## src/hdl/ibe_pkg.sv

```systemverilog
// constants, operation codes and helper functions for the increment and branch executor
// assumes one mclk domain; a machine cycle is a fixed number of mclk phases
package ibe_pkg;

  // opcode encodings handled by this executor
  localparam logic [7:0] OPC_INC_DIR  = 8'h05;
  localparam logic [7:0] OPC_INC_IND0 = 8'h06;
  localparam logic [7:0] OPC_INC_IND1 = 8'h07;
  localparam logic [7:0] OPC_INC_DP   = 8'hA3;
  localparam logic [7:0] OPC_BTCL     = 8'h10;
  localparam logic [7:0] OPC_CALL     = 8'h12;
  localparam logic [7:0] OPC_BSET     = 8'h20;
  localparam logic [7:0] OPC_BCLR     = 8'h30;
  localparam logic [7:0] OPC_CY       = 8'h40;
  localparam logic [7:0] OPC_NCY      = 8'h50;
  localparam logic [7:0] OPC_AZ       = 8'h60;
  localparam logic [7:0] OPC_ANZ      = 8'h70;
  localparam logic [7:0] OPC_JMP_IND  = 8'h73;

  // reset values of the architectural state
  localparam logic [15:0] PC_RST   = 16'h0000;
  localparam logic [7:0]  STK_RST  = 8'h07;
  localparam logic [15:0] DP_RST   = 16'h0000;

  // machine cycle framing: four mclk phases, last one carries the cycle tick
  localparam logic [1:0] PHASE_FIRST = 2'h0;
  localparam logic [1:0] PHASE_LAST  = 2'h3;
  localparam int         MC_PHASES   = 4;

  // bit address field layout, then the byte and word constants of value one
  localparam int         BIT_SFR_POS   = 7;
  localparam logic [3:0] BIT_RAM_BASE  = 4'h2;
  localparam logic [7:0] BYTE_ONE      = 8'h01;
  localparam logic [15:0] WORD_ONE     = 16'h0001;

  // byte lengths of the instructions
  localparam logic [1:0] LEN_ONE   = 2'h1;
  localparam logic [1:0] LEN_TWO   = 2'h2;
  localparam logic [1:0] LEN_THREE = 2'h3;

  typedef enum logic [3:0] {
    OP_NONE, OP_INC_DIR, OP_INC_IND, OP_INC_DP, OP_BSET, OP_BCLR, OP_BTCL,
    OP_CY, OP_NCY, OP_AZ, OP_ANZ, OP_JMP_IND, OP_CALL
  } ibe_op_e;

  typedef enum logic {
    ST_IDLE, ST_EXEC
  } ibe_state_e;

  function automatic ibe_op_e ibe_decode(input logic [7:0] opc);
    ibe_op_e op;
    op = OP_NONE;
    unique case (opc)
      OPC_INC_DIR:                op = OP_INC_DIR;
      OPC_INC_IND0, OPC_INC_IND1: op = OP_INC_IND;
      OPC_INC_DP:                 op = OP_INC_DP;
      OPC_BSET:                   op = OP_BSET;
      OPC_BCLR:                   op = OP_BCLR;
      OPC_BTCL:                   op = OP_BTCL;
      OPC_CY:                     op = OP_CY;
      OPC_NCY:                    op = OP_NCY;
      OPC_AZ:                     op = OP_AZ;
      OPC_ANZ:                    op = OP_ANZ;
      OPC_JMP_IND:                op = OP_JMP_IND;
      OPC_CALL:                   op = OP_CALL;
      default:                    op = OP_NONE;
    endcase
    return op;
  endfunction : ibe_decode

  function automatic logic [1:0] ibe_len(input ibe_op_e op);
    logic [1:0] len;
    len = LEN_ONE;
    unique case (op)
      OP_INC_DIR, OP_CY, OP_NCY, OP_AZ, OP_ANZ: len = LEN_TWO;
      OP_BSET, OP_BCLR, OP_BTCL, OP_CALL:       len = LEN_THREE;
      default:                                  len = LEN_ONE;
    endcase
    return len;
  endfunction : ibe_len

  // one for operations that take two machine cycles
  function automatic logic ibe_long(input ibe_op_e op);
    return !(op inside {OP_NONE, OP_INC_DIR, OP_INC_IND});
  endfunction : ibe_long

  // byte that holds a bit: low half maps into the bit-addressable ram, high half onto sfrs
  function automatic logic [7:0] ibe_bit_byte(input logic [7:0] bit_addr);
    return bit_addr[BIT_SFR_POS] ? {bit_addr[7:3], 3'h0} : {BIT_RAM_BASE, bit_addr[6:3]};
  endfunction : ibe_bit_byte

  function automatic logic [15:0] ibe_sext(input logic [7:0] disp);
    return {{8{disp[7]}}, disp};
  endfunction : ibe_sext

endpackage : ibe_pkg

```

## src/hdl/ibe_cond_eval.sv

```systemverilog
// branch condition evaluator for the relative branches
// assumes the tested bit was already captured by the executor
`timescale 1ns/1ps
`default_nettype none
module ibe_cond_eval (
  input  wire ibe_pkg::ibe_op_e op,
  input  wire logic             bit_val,
  input  wire logic             carry,
  input  wire logic [7:0]       acc,
  output logic                  taken
);
  always_comb begin
    unique case (op)
      ibe_pkg::OP_BSET,
      ibe_pkg::OP_BTCL: taken = bit_val;
      ibe_pkg::OP_BCLR: taken = !bit_val;
      ibe_pkg::OP_CY:   taken = carry;
      ibe_pkg::OP_NCY:  taken = !carry;
      ibe_pkg::OP_ANZ:  taken = |acc;
      ibe_pkg::OP_AZ:   taken = ~|acc;
      default:         taken = 1'b0;
    endcase
  end
endmodule : ibe_cond_eval
`default_nettype wire

```

## src/hdl/ibe_exec.sv

```systemverilog
// increment and branch executor: runs one instruction at a time on its own pc, sp and data pointer
// assumes a data memory whose read data answers the registered address in the same mclk
//
// Functional notes
// - byte increment done in one machine cycle
// - data pointer increments with carry, no flags
// - bit-set branch: pc+3, branch if one
// - bit-clear branch: pc+3, branch if zero
// - test-and-clear branch always leaves bit zero
// - test-and-clear reads port bits from latch
// - carry branch: pc+2, branch if carry
// - no-carry branch: pc+2, carry untouched
// - branch when accumulator nonzero, pc+2
// - branch when accumulator zero, pc+2
// - indirect jump to accumulator plus pointer
// - long call pushes pc+3, low first
// - long call loads pc from bytes two, three
// - byte increment wraps, no flags change
// - byte increment reads ports from latch
`timescale 1ns/1ps
`default_nettype none
module ibe_exec (
  input  wire logic        mclk,
  input  wire logic        resetn,
  input  wire logic        exec_valid,
  input  wire logic [7:0]  exec_opcode,
  input  wire logic [7:0]  exec_byte2,
  input  wire logic [7:0]  exec_byte3,
  output logic             exec_ready,
  output logic             exec_done,
  input  wire logic [7:0]  acc,
  input  wire logic        carry,
  input  wire logic [1:0]  bank_sel,
  output logic [7:0]       mem_addr,
  input  wire logic [7:0]  mem_rd_data,
  output logic [7:0]       mem_wr_data,
  output logic             mem_wr_en,
  output logic             mem_latch_sel,
  input  wire logic        state_wr_en,
  input  wire logic [15:0] state_pc,
  input  wire logic [7:0]  state_stk,
  input  wire logic [15:0] state_dp,
  output logic [15:0]      pc,
  output logic [7:0]       stack_pointer,
  output logic [15:0]      data_pointer
);

  ibe_pkg::ibe_state_e state_q, state_d;
  ibe_pkg::ibe_op_e    op_q, op_d;
  logic [1:0]  phase_q, phase_d;
  logic        mcyc_q, mcyc_d;
  logic [7:0]  b2_q, b2_d;
  logic [7:0]  b3_q, b3_d;
  logic        bitval_q, bitval_d;
  logic [15:0] pc_q, pc_d;
  logic [7:0]  stk_q, stk_d;
  logic [15:0] dp_q, dp_d;
  logic [7:0]  addr_q, addr_d;
  logic [7:0]  wdata_q, wdata_d;
  logic        we_q, we_d;
  logic        latch_q, latch_d;
  logic        taken;
  logic [15:0] target;
  logic [7:0]  disp;
  logic        accept;
  logic        finish;
  ibe_pkg::ibe_op_e new_op;

  // the machine cycle tick is the last phase of a free-running divider
  assign exec_ready = (state_q == ibe_pkg::ST_IDLE) && (phase_q == ibe_pkg::PHASE_LAST) && !state_wr_en;
  assign accept     = exec_ready && exec_valid;
  assign finish     = (state_q == ibe_pkg::ST_EXEC) && (phase_q == ibe_pkg::PHASE_LAST)
                      && (mcyc_q == ibe_pkg::ibe_long(op_q));
  assign exec_done  = finish;
  assign new_op     = ibe_pkg::ibe_decode(exec_opcode);
  assign disp       = (op_q inside {ibe_pkg::OP_BSET, ibe_pkg::OP_BCLR, ibe_pkg::OP_BTCL}) ? b3_q : b2_q;

  assign mem_addr      = addr_q;
  assign mem_wr_data   = wdata_q;
  assign mem_wr_en     = we_q;
  assign mem_latch_sel = latch_q;
  assign pc            = pc_q;
  assign stack_pointer = stk_q;
  assign data_pointer  = dp_q;

  ibe_cond_eval u_cond (
    .op      (op_q),
    .bit_val (bitval_q),
    .carry   (carry),
    .acc     (acc),
    .taken   (taken)
  );

  // with taken low this is also the return address of the long call
  ibe_rel_target u_target (
    .pc      (pc_q),
    .len     (ibe_pkg::ibe_len(op_q)),
    .taken   (taken),
    .disp    (disp),
    .target  (target)
  );

  always_comb begin
    state_d  = state_q;
    op_d     = op_q;
    phase_d  = 2'(phase_q + 2'h1);
    mcyc_d   = mcyc_q;
    b2_d     = b2_q;
    b3_d     = b3_q;
    bitval_d = bitval_q;
    pc_d     = pc_q;
    stk_d    = stk_q;
    dp_d     = dp_q;
    addr_d   = addr_q;
    wdata_d  = wdata_q;
    we_d     = 1'b0;
    latch_d  = latch_q;
    if (state_q == ibe_pkg::ST_IDLE) begin
      if (state_wr_en) begin
        pc_d   = state_pc;
        stk_d  = state_stk;
        dp_d   = state_dp;
      end else if (accept) begin
        state_d = ibe_pkg::ST_EXEC;
        op_d    = new_op;
        mcyc_d  = 1'b0;
        b2_d    = exec_byte2;
        b3_d    = exec_byte3;
        latch_d = 1'b0;
        unique case (new_op)
          ibe_pkg::OP_INC_DIR: begin
            addr_d  = exec_byte2;
            latch_d = 1'b1;
          end
          ibe_pkg::OP_INC_IND: begin
            addr_d = {3'h0, bank_sel, 2'h0, exec_opcode[0]};
          end
          ibe_pkg::OP_BSET, ibe_pkg::OP_BCLR: begin
            addr_d = ibe_pkg::ibe_bit_byte(exec_byte2);
          end
          ibe_pkg::OP_BTCL: begin
            addr_d  = ibe_pkg::ibe_bit_byte(exec_byte2);
            latch_d = 1'b1;
          end
          default: begin
            addr_d = addr_q;
          end
        endcase
      end
    end else begin
      if (!mcyc_q) begin
        unique case (phase_q)
          ibe_pkg::PHASE_FIRST: begin
            unique case (op_q)
              ibe_pkg::OP_INC_DIR: begin
                wdata_d = 8'(mem_rd_data + ibe_pkg::BYTE_ONE);
                we_d    = 1'b1;
              end
              ibe_pkg::OP_INC_IND: begin
                addr_d  = mem_rd_data;
                latch_d = 1'b1;
              end
              ibe_pkg::OP_BSET, ibe_pkg::OP_BCLR: begin
                bitval_d = mem_rd_data[b2_q[2:0]];
              end
              ibe_pkg::OP_BTCL: begin
                bitval_d = mem_rd_data[b2_q[2:0]];
                wdata_d  = mem_rd_data & ~(ibe_pkg::BYTE_ONE << b2_q[2:0]);
                we_d     = 1'b1;
              end
              ibe_pkg::OP_CALL: begin
                stk_d   = 8'(stk_q + ibe_pkg::BYTE_ONE);
                addr_d  = 8'(stk_q + ibe_pkg::BYTE_ONE);
                wdata_d = target[7:0];
                we_d    = 1'b1;
              end
              default: begin
                we_d = 1'b0;
              end
            endcase
          end
          2'h1: begin
            if (op_q == ibe_pkg::OP_INC_IND) begin
              wdata_d = 8'(mem_rd_data + ibe_pkg::BYTE_ONE);
              we_d    = 1'b1;
            end else if (op_q == ibe_pkg::OP_CALL) begin
              stk_d   = 8'(stk_q + ibe_pkg::BYTE_ONE);
              addr_d  = 8'(stk_q + ibe_pkg::BYTE_ONE);
              wdata_d = target[15:8];
              we_d    = 1'b1;
            end
          end
          default: begin
            latch_d = latch_q;
          end
        endcase
      end
      if (phase_q == ibe_pkg::PHASE_LAST) begin
        mcyc_d = 1'b1;
      end
      if (finish) begin
        state_d = ibe_pkg::ST_IDLE;
        mcyc_d  = 1'b0;
        latch_d = 1'b0;
        unique case (op_q)
          ibe_pkg::OP_NONE: begin
            pc_d = pc_q;
          end
          ibe_pkg::OP_INC_DP: begin
            dp_d = 16'(dp_q + ibe_pkg::WORD_ONE);
            pc_d = target;
          end
          ibe_pkg::OP_JMP_IND: begin
            pc_d = 16'({8'h00, acc} + dp_q);
          end
          ibe_pkg::OP_CALL: begin
            pc_d = {b2_q, b3_q};
          end
          default: begin
            pc_d = target;
          end
        endcase
      end
    end
  end

  always_ff @(posedge mclk or negedge resetn) begin
    if (!resetn) begin
      state_q  <= ibe_pkg::ST_IDLE;
      op_q     <= ibe_pkg::OP_NONE;
      phase_q  <= ibe_pkg::PHASE_FIRST;
      mcyc_q   <= 1'b0;
      b2_q     <= 8'h00;
      b3_q     <= 8'h00;
      bitval_q <= 1'b0;
      pc_q     <= ibe_pkg::PC_RST;
      stk_q    <= ibe_pkg::STK_RST;
      dp_q     <= ibe_pkg::DP_RST;
      addr_q   <= 8'h00;
      wdata_q  <= 8'h00;
      we_q     <= 1'b0;
      latch_q  <= 1'b0;
    end else begin
      state_q  <= state_d;
      op_q     <= op_d;
      phase_q  <= phase_d;
      mcyc_q   <= mcyc_d;
      b2_q     <= b2_d;
      b3_q     <= b3_d;
      bitval_q <= bitval_d;
      pc_q     <= pc_d;
      stk_q    <= stk_d;
      dp_q     <= dp_d;
      addr_q   <= addr_d;
      wdata_q  <= wdata_d;
      we_q     <= we_d;
      latch_q  <= latch_d;
    end
  end
endmodule : ibe_exec
`default_nettype wire

```

## src/hdl/ibe_rel_target.sv

```systemverilog
// next program counter: advance by the instruction length, then add the displacement if taken
// assumes pc is the address of the instruction's first byte
`timescale 1ns/1ps
`default_nettype none
module ibe_rel_target (
  input  wire logic [15:0] pc,
  input  wire logic [1:0]  len,
  input  wire logic        taken,
  input  wire logic [7:0]  disp,
  output logic [15:0]      target
);
  logic [15:0] advanced;
  always_comb begin
    advanced = pc + {14'h0000, len};
    // displacement is relative to the advanced pc, sign-extended first
    target   = taken ? advanced + ibe_pkg::ibe_sext(disp) : advanced;
  end
endmodule : ibe_rel_target
`default_nettype wire

```

## config.mk

```make
export PLATFORM = sky130hd
export DESIGN_NAME = ibe_exec
export DESIGN_NICKNAME = d
export VERILOG_FILES = /design/src/hdl/ibe_pkg.sv /design/src/hdl/ibe_cond_eval.sv /design/src/hdl/ibe_exec.sv /design/src/hdl/ibe_rel_target.sv
export SDC_FILE = /design/constraint.sdc
export NUM_CORES = 1
export LEC_CHECK = 0
export BUFFER_PORTS_ARGS = -buffer_cell sky130_fd_sc_hd__buf_2
export CORE_MARGIN = 2
export CORE_UTILIZATION = 30
export DETAILED_ROUTE_END_ITERATION = 7
export PLACE_DENSITY = 0.59
export SYNTH_ARGS = -nofsm -noshare
export SYNTH_HDL_FRONTEND = slang
export SYNTH_HIERARCHICAL = 1
export SYNTH_SLANG_ARGS = --single-unit
```

## constraint.sdc

```tcl
create_clock -name mclk -period 5.3 [get_ports mclk]
set_input_delay 0.53 -clock mclk [delete_from_list [all_inputs] [get_ports mclk]]
set_output_delay 0.53 -clock mclk [all_outputs]
set_load 0.02 [all_outputs]
```

# == Word-level counts from Yosys, hierarchy flattened ==
# Memory sizes are Yosys's and may differ from the RTL's.
# Index checks and enable logic that the tools add are counted.
# word_totals
rom_bits,32
wordCells,168
mem_count,1
register_bits,83
input_bits,87
# classes
order_cmp,1
eq_ne,48
reduce_logical,34
muxes,57
bitwise,5
add_sub_neg,7
shifts,1
# mem_list
name,depth,word_bits,rd,rd_clocked_by_memory_dff,wr,line,rtl
(no name shown),16,2,1,0,0,ibe_pkg.sv:74,unique case (op)
# op_table
cell,count
$mux 16,8
$mux 8,15
$pmux 8 s2,4
$pmux 16 s3,1
$pmux 4 s12,1
$pmux 8 s3,2
$eq 8x7->1 const B,5
$eq 4x3->1 const B,7
$eq 8x3->1 const B,3
$mux 1,23
$eq 4x4->1 const B,5
$add 16x1->16 const B,1
$add 16x16->16,1
$add 16x2->16,1
$add 8x1->8 const B,2
$add 8x16->16,1
$eq 8x5->1 const B,2
$eq 8x6->1 const B,2
$eq 4x2->1 const B,3
$ne 3x3->1 const B,4
$reduce_and 3->1,4
$reduce_and 5->1,2
$ne 3x2->1 const B,3
$reduce_or 3->1,3
29 further kinds,50

# == Depth between registers and ports, before layout ==
# Gate-level depths: netlist (run 1).
# logic_depth
ltp_word,9
mapped_depth,23

# == By module ==
# The synthesis (run 1) kept the hierarchy.
# by_module_without_submodules
mod,cells_each,n_inst,area_per_inst_um2
ibe_exec,732,1,6037.0
ibe_rel_target,164,1,1228.7
ibe_cond_eval,13,1,102.6

# == Worst setup path before layout (run 1) ==
# Ideal clock, no wire load.
# synth_path
kind,flip-flop to flip-flop
from,register op_q[0]
to,"register pc_q[15], in the netlist pc[15]"
arrival_ns,4.179
path_stages_with_launch,23
required_time_ns,5.177
path_slack_ns,0.998
setup_ns,0.123
synth_period_minus_slack_ns,4.302
path_buffers,3
cell_sequence,dfrtp_1 -> buf_4 -> buf_4 -> nor3b_1 -> nor2_1 -> o21ai_0 -> ha_1 -> a21o_1 -> and3_1 -> buf_2 -> nand3_1 -> xnor2_1 -> ha_1 -> and4_1 -> a21oi_1 -> o21ai_4 -> a211oi_2 -> mux2i_1 -> xnor2_1 -> a221oi_1 -> o211ai_1 -> a31oi_1 -> o21ai_1
# synth_between
elab_chain_cells,8
# synth_lines
item,line,rtl
from (decl),ibe_exec.sv:49,"ibe_pkg::ibe_op_e op_q, op_d;"
from (signal assigned),ibe_exec.sv:230,op_q <= ibe_pkg::OP_NONE;
from (signal assigned),ibe_exec.sv:245,op_q <= op_d;
branches (longest 4 deep; another with $add 16x2->16),-,
$mux 16 *,ibe_rel_target.sv:16,target = taken ? advanced + ibe_pkg::ibe_sext(disp) : advanced;
via target[15],ibe_exec.sv:63,logic [15:0] target;
$pmux 16 s3 *,ibe_exec.sv:205,unique case (op_q)
$mux 16 *,ibe_exec.sv:201,if (finish) begin
$mux 16 *,ibe_exec.sv:118,if (state_q == ibe_pkg::ST_IDLE) begin
to (signal assigned),ibe_exec.sv:236,pc_q <= ibe_pkg::PC_RST;
to (signal assigned),ibe_exec.sv:251,pc_q <= pc_d;
to (decl),ibe_exec.sv:55,"logic [15:0] pc_q, pc_d;"
# Mark *: on every way through the listed nets, which the timed path passes. The select of a mux whose other input is x is not followed.
# A chain may end at the register's enable or synchronous reset.

# == Worst setup path after layout (run 1) ==
# layout_path
from,register op_q[2]
to,"register pc_q[15], in the netlist pc[15]"
# The elaborated chain is that of the path after synthesis.

==> results of run 1 <==
[Yosys cell counts, types with 4 or more instances]
cell	n	area share, %
a31oi_1	14	1.2
clkbuf_1	31	1.6
a221oi_1	9	1.1
nand3_1	36	2.4
o31ai_2	5	0.85
or3_1	6	0.51
a22oi_1	7	0.71
o211ai_1	7	0.71
nand2b_1	7	0.59
mux2_2	16	2.4
a21o_1	16	1.6
a221o_1	11	1.5
buf_2	20	1.4
a211oi_1	8	0.82
o21a_1	6	0.61
and3_1	17	1.4
nor3_1	15	1.0
buf_4	7	0.71
nor3b_1	5	0.51
mux2i_1	11	1.5
nand4_1	9	0.76
o21ai_0	58	3.9
o31a_1	4	0.48
o31ai_1	4	0.41
nor2b_1	4	0.34
xnor2_1	39	4.6
dfrtp_1	80	27
xor2_1	14	1.7
inv_1	10	0.51
a32oi_1	5	0.59
o22ai_1	20	1.7
a21oi_1	82	5.6
a211oi_2	4	0.68
buf_6	4	0.61
nand2_1	132	6.7
ha_1	34	5.8
nor2_1	66	3.4
and4_1	4	0.48
[per-stage QoR]
step / power, uW / hold slack (ps) / cell area, um2 / util (%) / worst slack, ps
after floorplan: 738 / 234 / 7370 / - / 998
after global placement: 825 / 463 / 8300 / 34.2 / 870
after detailed placement: 824 / 466 / 8300 / 34.2 / 779
after CTS: 1540 / 87.1 / 8620 / 35.6 / 760
after global routing: 1580 / 97.7 / 8630 / 35.6 / 398
final: 1530 / 87.6 / 8630 / 35.6 / 740
[worst reg2reg max path, cell delays in order (launching register included)]
cell and delay [ps]:
dfrtp_1 470, nor2b_1 260, nand2_1 70, o21ai_0 80
a21oi_1 100, ha_1 230, fa_1 460, and3_1 260
nand4_1 120, xnor2_1 160, ha_1 360, and4_1 260
a21oi_1 220, o21ai_4 100, a211oi_2 210, mux2i_1 240
xnor2_1 160, a221oi_1 320, o211ai_1 130, a31oi_1 150
o21ai_1 80
[power by group]
group	total [uW]	switching [uW]	leakage, uW	internal, uW
clock	713	296	0.000156	417
sequential	648	8.53	0.000987	640
combinational	166	98.9	0.00264	67.0
total	1530	403	0.00378	1120
[how the worst max path moves through the flow]
stage               startpoint  depth (start not counted)     end
floorplan              op_q[0]                         22  pc[15]
global placement       op_q[2]                         20  pc[15]
detailed placement     op_q[2]                         20  pc[15]
CTS                    op_q[2]                         20  pc[15]
global route           op_q[2]                         20  pc[15]
finish                 op_q[2]                         20  pc[15]
[routing by layer]
metal  up-vias  share of wire (%)  routed length (um)  track usage (%)
li1       3581                  -                   -                -
met1      3563                 47               12100             27.6
met2       238                 45               11800             30.0
met3        43                5.1                1320             3.25
met4         0                3.0                 789             8.28
met5         -                  0                   0                0
[registers in the layout (all words and copies together), names as in the netlist, 2 cells and up]
| signal | flops |
|---|---|
| mem_wr_data | 8 |
| mem_addr | 8 |
| b2_q | 8 |
| stack_pointer | 8 |
| op_q | 4 |
| data_pointer | 16 |
| b3_q | 8 |
| pc | 16 |
| phase_q | 2 |
[logic make-up after synthesis]
kind of cell | share of synthesized area (%)
simple gates | 22.9
compound gates | 26.5
flops | 28.2
buf+inv | 4.87
xor+xnor | 6.30
fa+ha+maj | 6.59
mux | 4.55
[layout make-up]
cell class,instances,share of cell area [%]
multi-input combinational,752,57.2
sequential,83,24.1
timing repair buffer,159,9.63
tap,324,4.70
clock buffer,9,2.61
clock inverter,7,1.15
inverter,11,0.478
antenna,4,0.116
==> impl_metrics.json, run 1 <==
{
  "slowest_delay_ps": 470,
  "final.setup.tns_ps": 0,
  "post-dp-hpwl_mm": 20.1,
  "worstPathMaxFanout": 8,
  "seq_area_um2": 2080,
  "drive_gt1_share_pct": 22.6,
  "worst-slew-pin-transition_ps": 921,
  "synth_nets": 1033,
  "overflow": 0,
  "std_cell_rows": 57,
  "cts_buffers": 9,
  "grt_usage_pct": 19.7,
  "clock_latency_ps": 370,
  "drc": 0,
  "finalCritPeriodShare_pct": 86.0,
  "synth_edf_count": 0,
  "ys_types": 92,
  "crit_slowest_cell": "dfrtp_1",
  "grt_pass1_vias": 7024,
  "final_cells": 1349,
  "wire_per_inst_um": 19.2,
  "drtIter0Drc": 593,
  "synth-seq-cells": 83,
  "portBuffers": 146,
  "ctsHoldBuffers": 0,
  "period_minus_slack_ps": 4560,
  "mostFrequentLayoutCell": "buf_2",
  "syn_avg_cell_area_um2": 8.11,
  "place_congestion": 0.953,
  "cap_violations": 0,
  "vias": 7425,
  "skew_ps": 17.7,
  "cts_tree": "done",
  "viasPerCell": 5.50,
  "setup_viol": 0,
  "place_inst": 1329,
  "path_clk_slew_ps": 70,
  "power.density_nw_per_um2": 177,
  "final_cell_mix": "145 x buf_2, 132 x nand2_1, 82 x a21oi_1",
  "cts-root-buf": "clkbuf_16",
  "syn_to_final_growth_pct": 17.1,
  "clock_sinks": 83,
  "wl_mm": 26.0,
  "clockBufferDepth": 2,
  "dieWidth_um": 161,
  "worstReg2RegStart": "op_q[2]",
  "async_reset_ff_share_pct": 100,
  "syn_inst": 909,
  "grt_pass1_wl_mm": 39.8,
  "yosysWarnings": 6,
  "crit_chain": "nor2b_1 -> nand2_1 -> o21ai_0 -> a21oi_1 -> ha_1 -> fa_1 -> and3_1 -> nand4_1 -> xnor2_1 -> ha_1 -> and4_1 -> a21oi_1 -> o21ai_4 -> a211oi_2 -> mux2i_1 -> xnor2_1 -> a221oi_1 -> o211ai_1 -> a31oi_1 -> o21ai_1",
  "dieArea_um2": 25800,
  "fillCellCount": 2613,
  "fmax_mhz": 219,
  "grt_max_degree": 61,
  "core_um2": 24200,
  "critPathKind": "reg -> reg",
  "hold_violations": 0,
  "critPathLaunchType": "flop",
  "hp-class": "in -> async",
  "rsz0062_at_grt": "no",
  "nets": 1140,
  "regToRegEndpoint": "pc[15]",
  "initial_core_util_pct": 30.4,
  "multi_input_area_um2": 4940,
  "r2r_slack_ps": 740,
  "worstPathArrival_ps": 4800,
  "pin_count": 147,
  "drv_slew": 0,
  "maxSlewHeadroom_pct": 38.4,
  "dieHeight_um": 161,
  "antenna_found_initial": 4,
  "cts_resized": 0,
  "peakVddDrop_uv": 145,
  "ys.flop_type": "dfrtp_1",
  "cp.required_ps": 5540,
  "p_leak_uw": 0.00378,
  "crit_family": "compound AO/OA/AOI/OAI gates",
  "reg2regPathDepth": 20,
  "cts_setup_buffers": 0,
  "htree_levels": 3,
  "drtAntennaViolNets": 0,
  "critPathBufInv": 0,
  "firstDrtPassIters": 5,
  "status": "completed",
  "critical_path.endpoint_type": "flop",
  "yosysSeqAreaShare_pct": 28.2,
  "netlist_area_um2": 7370
}
(Power assumes the default switching activity.)
==> run 2, diff against run 1 <==
Settings changed: BUFFER_PORTS_ARGS -buffer_cell sky130_fd_sc_hd__buf_2 to default, CORE_MARGIN 2 to default, DONT_BUFFER_PORTS from default to 1, PLACE_DENSITY 0.59 to default, PLACE_DENSITY_LB_ADDON from default to 0.3.
==> run 2 against run 1 <==
Effect of this change:
- clock skew down 8.0 ps
- design area down 8.7%
- cell count down 11%
- maximum frequency up 0.83%
==> impl_metrics.json, run 2 (synthesis gave the netlist of run 1 again) <==
{
  "crit_family": "compound AO/OA/AOI/OAI gates",
  "clockBufferDepth": 2,
  "crit_chain": "nor2b_1 -> nand2_1 -> o21ai_0 -> a21oi_1 -> ha_1 -> fa_1 -> nand3_1 -> xnor2_1 -> ha_1 -> a21o_1 -> a211oi_2 -> a21oi_2 -> a311o_1 -> xnor2_1 -> a21oi_1 -> a221o_1 -> a21oi_1 -> nor3_1",
  "cts_buffers": 9,
  "hold_violations": 0,
  "firstDrtPassIters": 7,
  "grt_usage_pct": 20.5,
  "worstReg2RegStart": "op_q[2]",
  "critPathKind": "reg -> reg",
  "p_leak_uw": 0.00319,
  "cts_tree": "done",
  "worstPathMaxFanout": 5,
  "htree_levels": 3,
  "path_clk_slew_ps": 70,
  "dieArea_um2": 25200,
  "setup_viol": 0,
  "finalCritPeriodShare_pct": 85.3,
  "crit_slowest_cell": "a21oi_1",
  "critPathBufInv": 0,
  "worst-slew-pin-transition_ps": 1000,
  "critical_path.endpoint_type": "flop",
  "period_minus_slack_ps": 4520,
  "pin_count": 147,
  "hp-class": "in -> async",
  "cp.required_ps": 5580,
  "status": "completed",
  "fmax_mhz": 221,
  "grt_max_degree": 81,
  "overflow": 0,
  "grt_pass1_vias": 6509,
  "core_um2": 23800,
  "drc": 0,
  "cts-root-buf": "clkbuf_16",
  "drtAntennaViolNets": 0,
  "post-dp-hpwl_mm": 19.8,
  "drtIter0Drc": 705,
  "r2r_slack_ps": 780,
  "cp-endpoint": "pc[11]",
  "regToRegEndpoint": "pc[11]",
  "rsz0062_at_grt": "no",
  "final.setup.tns_ps": 0,
  "skew_ps": 9.71,
  "grt_pass1_wl_mm": 40.3,
  "initial_core_util_pct": 31.0,
  "viasPerCell": 5.77,
  "slowest_delay_ps": 490,
  "nets": 993,
  "syn_to_final_growth_pct": 6.89,
  "place_inst": 1176,
  "final_cells": 1196,
  "path_depth": 18,
  "dieWidth_um": 159,
  "cts_resized": 0,
  "mostFrequentLayoutCell": "nand2_1",
  "crit_top_cell": "a21oi_1",
  "drv_slew": 0,
  "peakVddDrop_uv": 136,
  "critPathLaunchType": "flop",
  "cap_violations": 0,
  "crit_start": "op_q[2]",
  "power.density_nw_per_um2": 181,
  "worstPathArrival_ps": 4800,
  "clock_sinks": 83,
  "dieHeight_um": 159,
  "wire_per_inst_um": 21.6,
  "vias": 6897,
  "reg2regPathDepth": 18,
  "maxSlewHeadroom_pct": 33.2,
  "final_cell_mix": "132 x nand2_1, 82 x a21oi_1, 79 x dfrtp_1",
  "portBuffers": 0,
  "wl_mm": 25.8,
  "clock_latency_ps": 360,
  "antenna_found_initial": 3,
  "drive_gt1_share_pct": 9.27,
  "std_cell_rows": 56,
  "place_congestion": 0.921
}
## run 2: report_power, final
part / internal, uW / leakage, uW / switching (uW) / total (uW)
clock: 391 / 0.000147 / 273 / 665
combinational: 42.6 / 0.00206 / 57.3 / 100
sequential: 640 / 0.000987 / 18.7 / 658
total: 1070 / 0.00319 / 349 / 1420
## run 2: final cells by class
class                   instances  area (um2)
fillers                      2496       15900
diodes                          3        7.51
flip-flops and latches         83        2080
clock buffers                  14         264
multi-input cells             752        4940
repair buffers                 12         110
well taps                     319         399
clock inverters                 2        35.0
inverters                      11        41.3
## run 2: how the worst min path moves through the flow
stage	cells past startpoint	startpoint	slack, ps	end
3_5_place_dp	0	resetn	240	mem_addr[5]
5_1_grt	0	resetn	5	stack_pointer[2]
3_3_place_gp	0	resetn	240	mem_addr[1]
4_1_cts	0	resetn	9	stack_pointer[2]
6_report	0	resetn	20	stack_pointer[2]
2_1_floorplan	0	resetn	230	b2_q[0]
## run 2: stage by stage
stage	hold slack, ps	total power, uW	cell area, um2	util, %	setup WS (ps)
after global placement	239	754	7540	31.8	994
after detailed placement	239	753	7540	31.8	853
after CTS	9.24	1430	7870	33.1	840
after global routing	5.36	1470	7880	33.2	412
after floorplan	234	738	7370	-	998
final	16.9	1420	7880	33.2	778
## run 2: repair_timing
item | 4_1_cts | 5_1_grt
endpoints found under the hold margin | 80 | 0
setup buffers | 0 | 0
hold buffers | 1 | 0
endpoints found under the setup margin | 0 | 0
## run 2: layer usage
metal	global-route usage (%)	vias up	part of all wire [%]
met5	0	-	0
met4	8.91	0	3.2
met3	4.81	42	7.2
met2	30.8	272	44
met1	27.9	3295	46
li1	-	3288	-
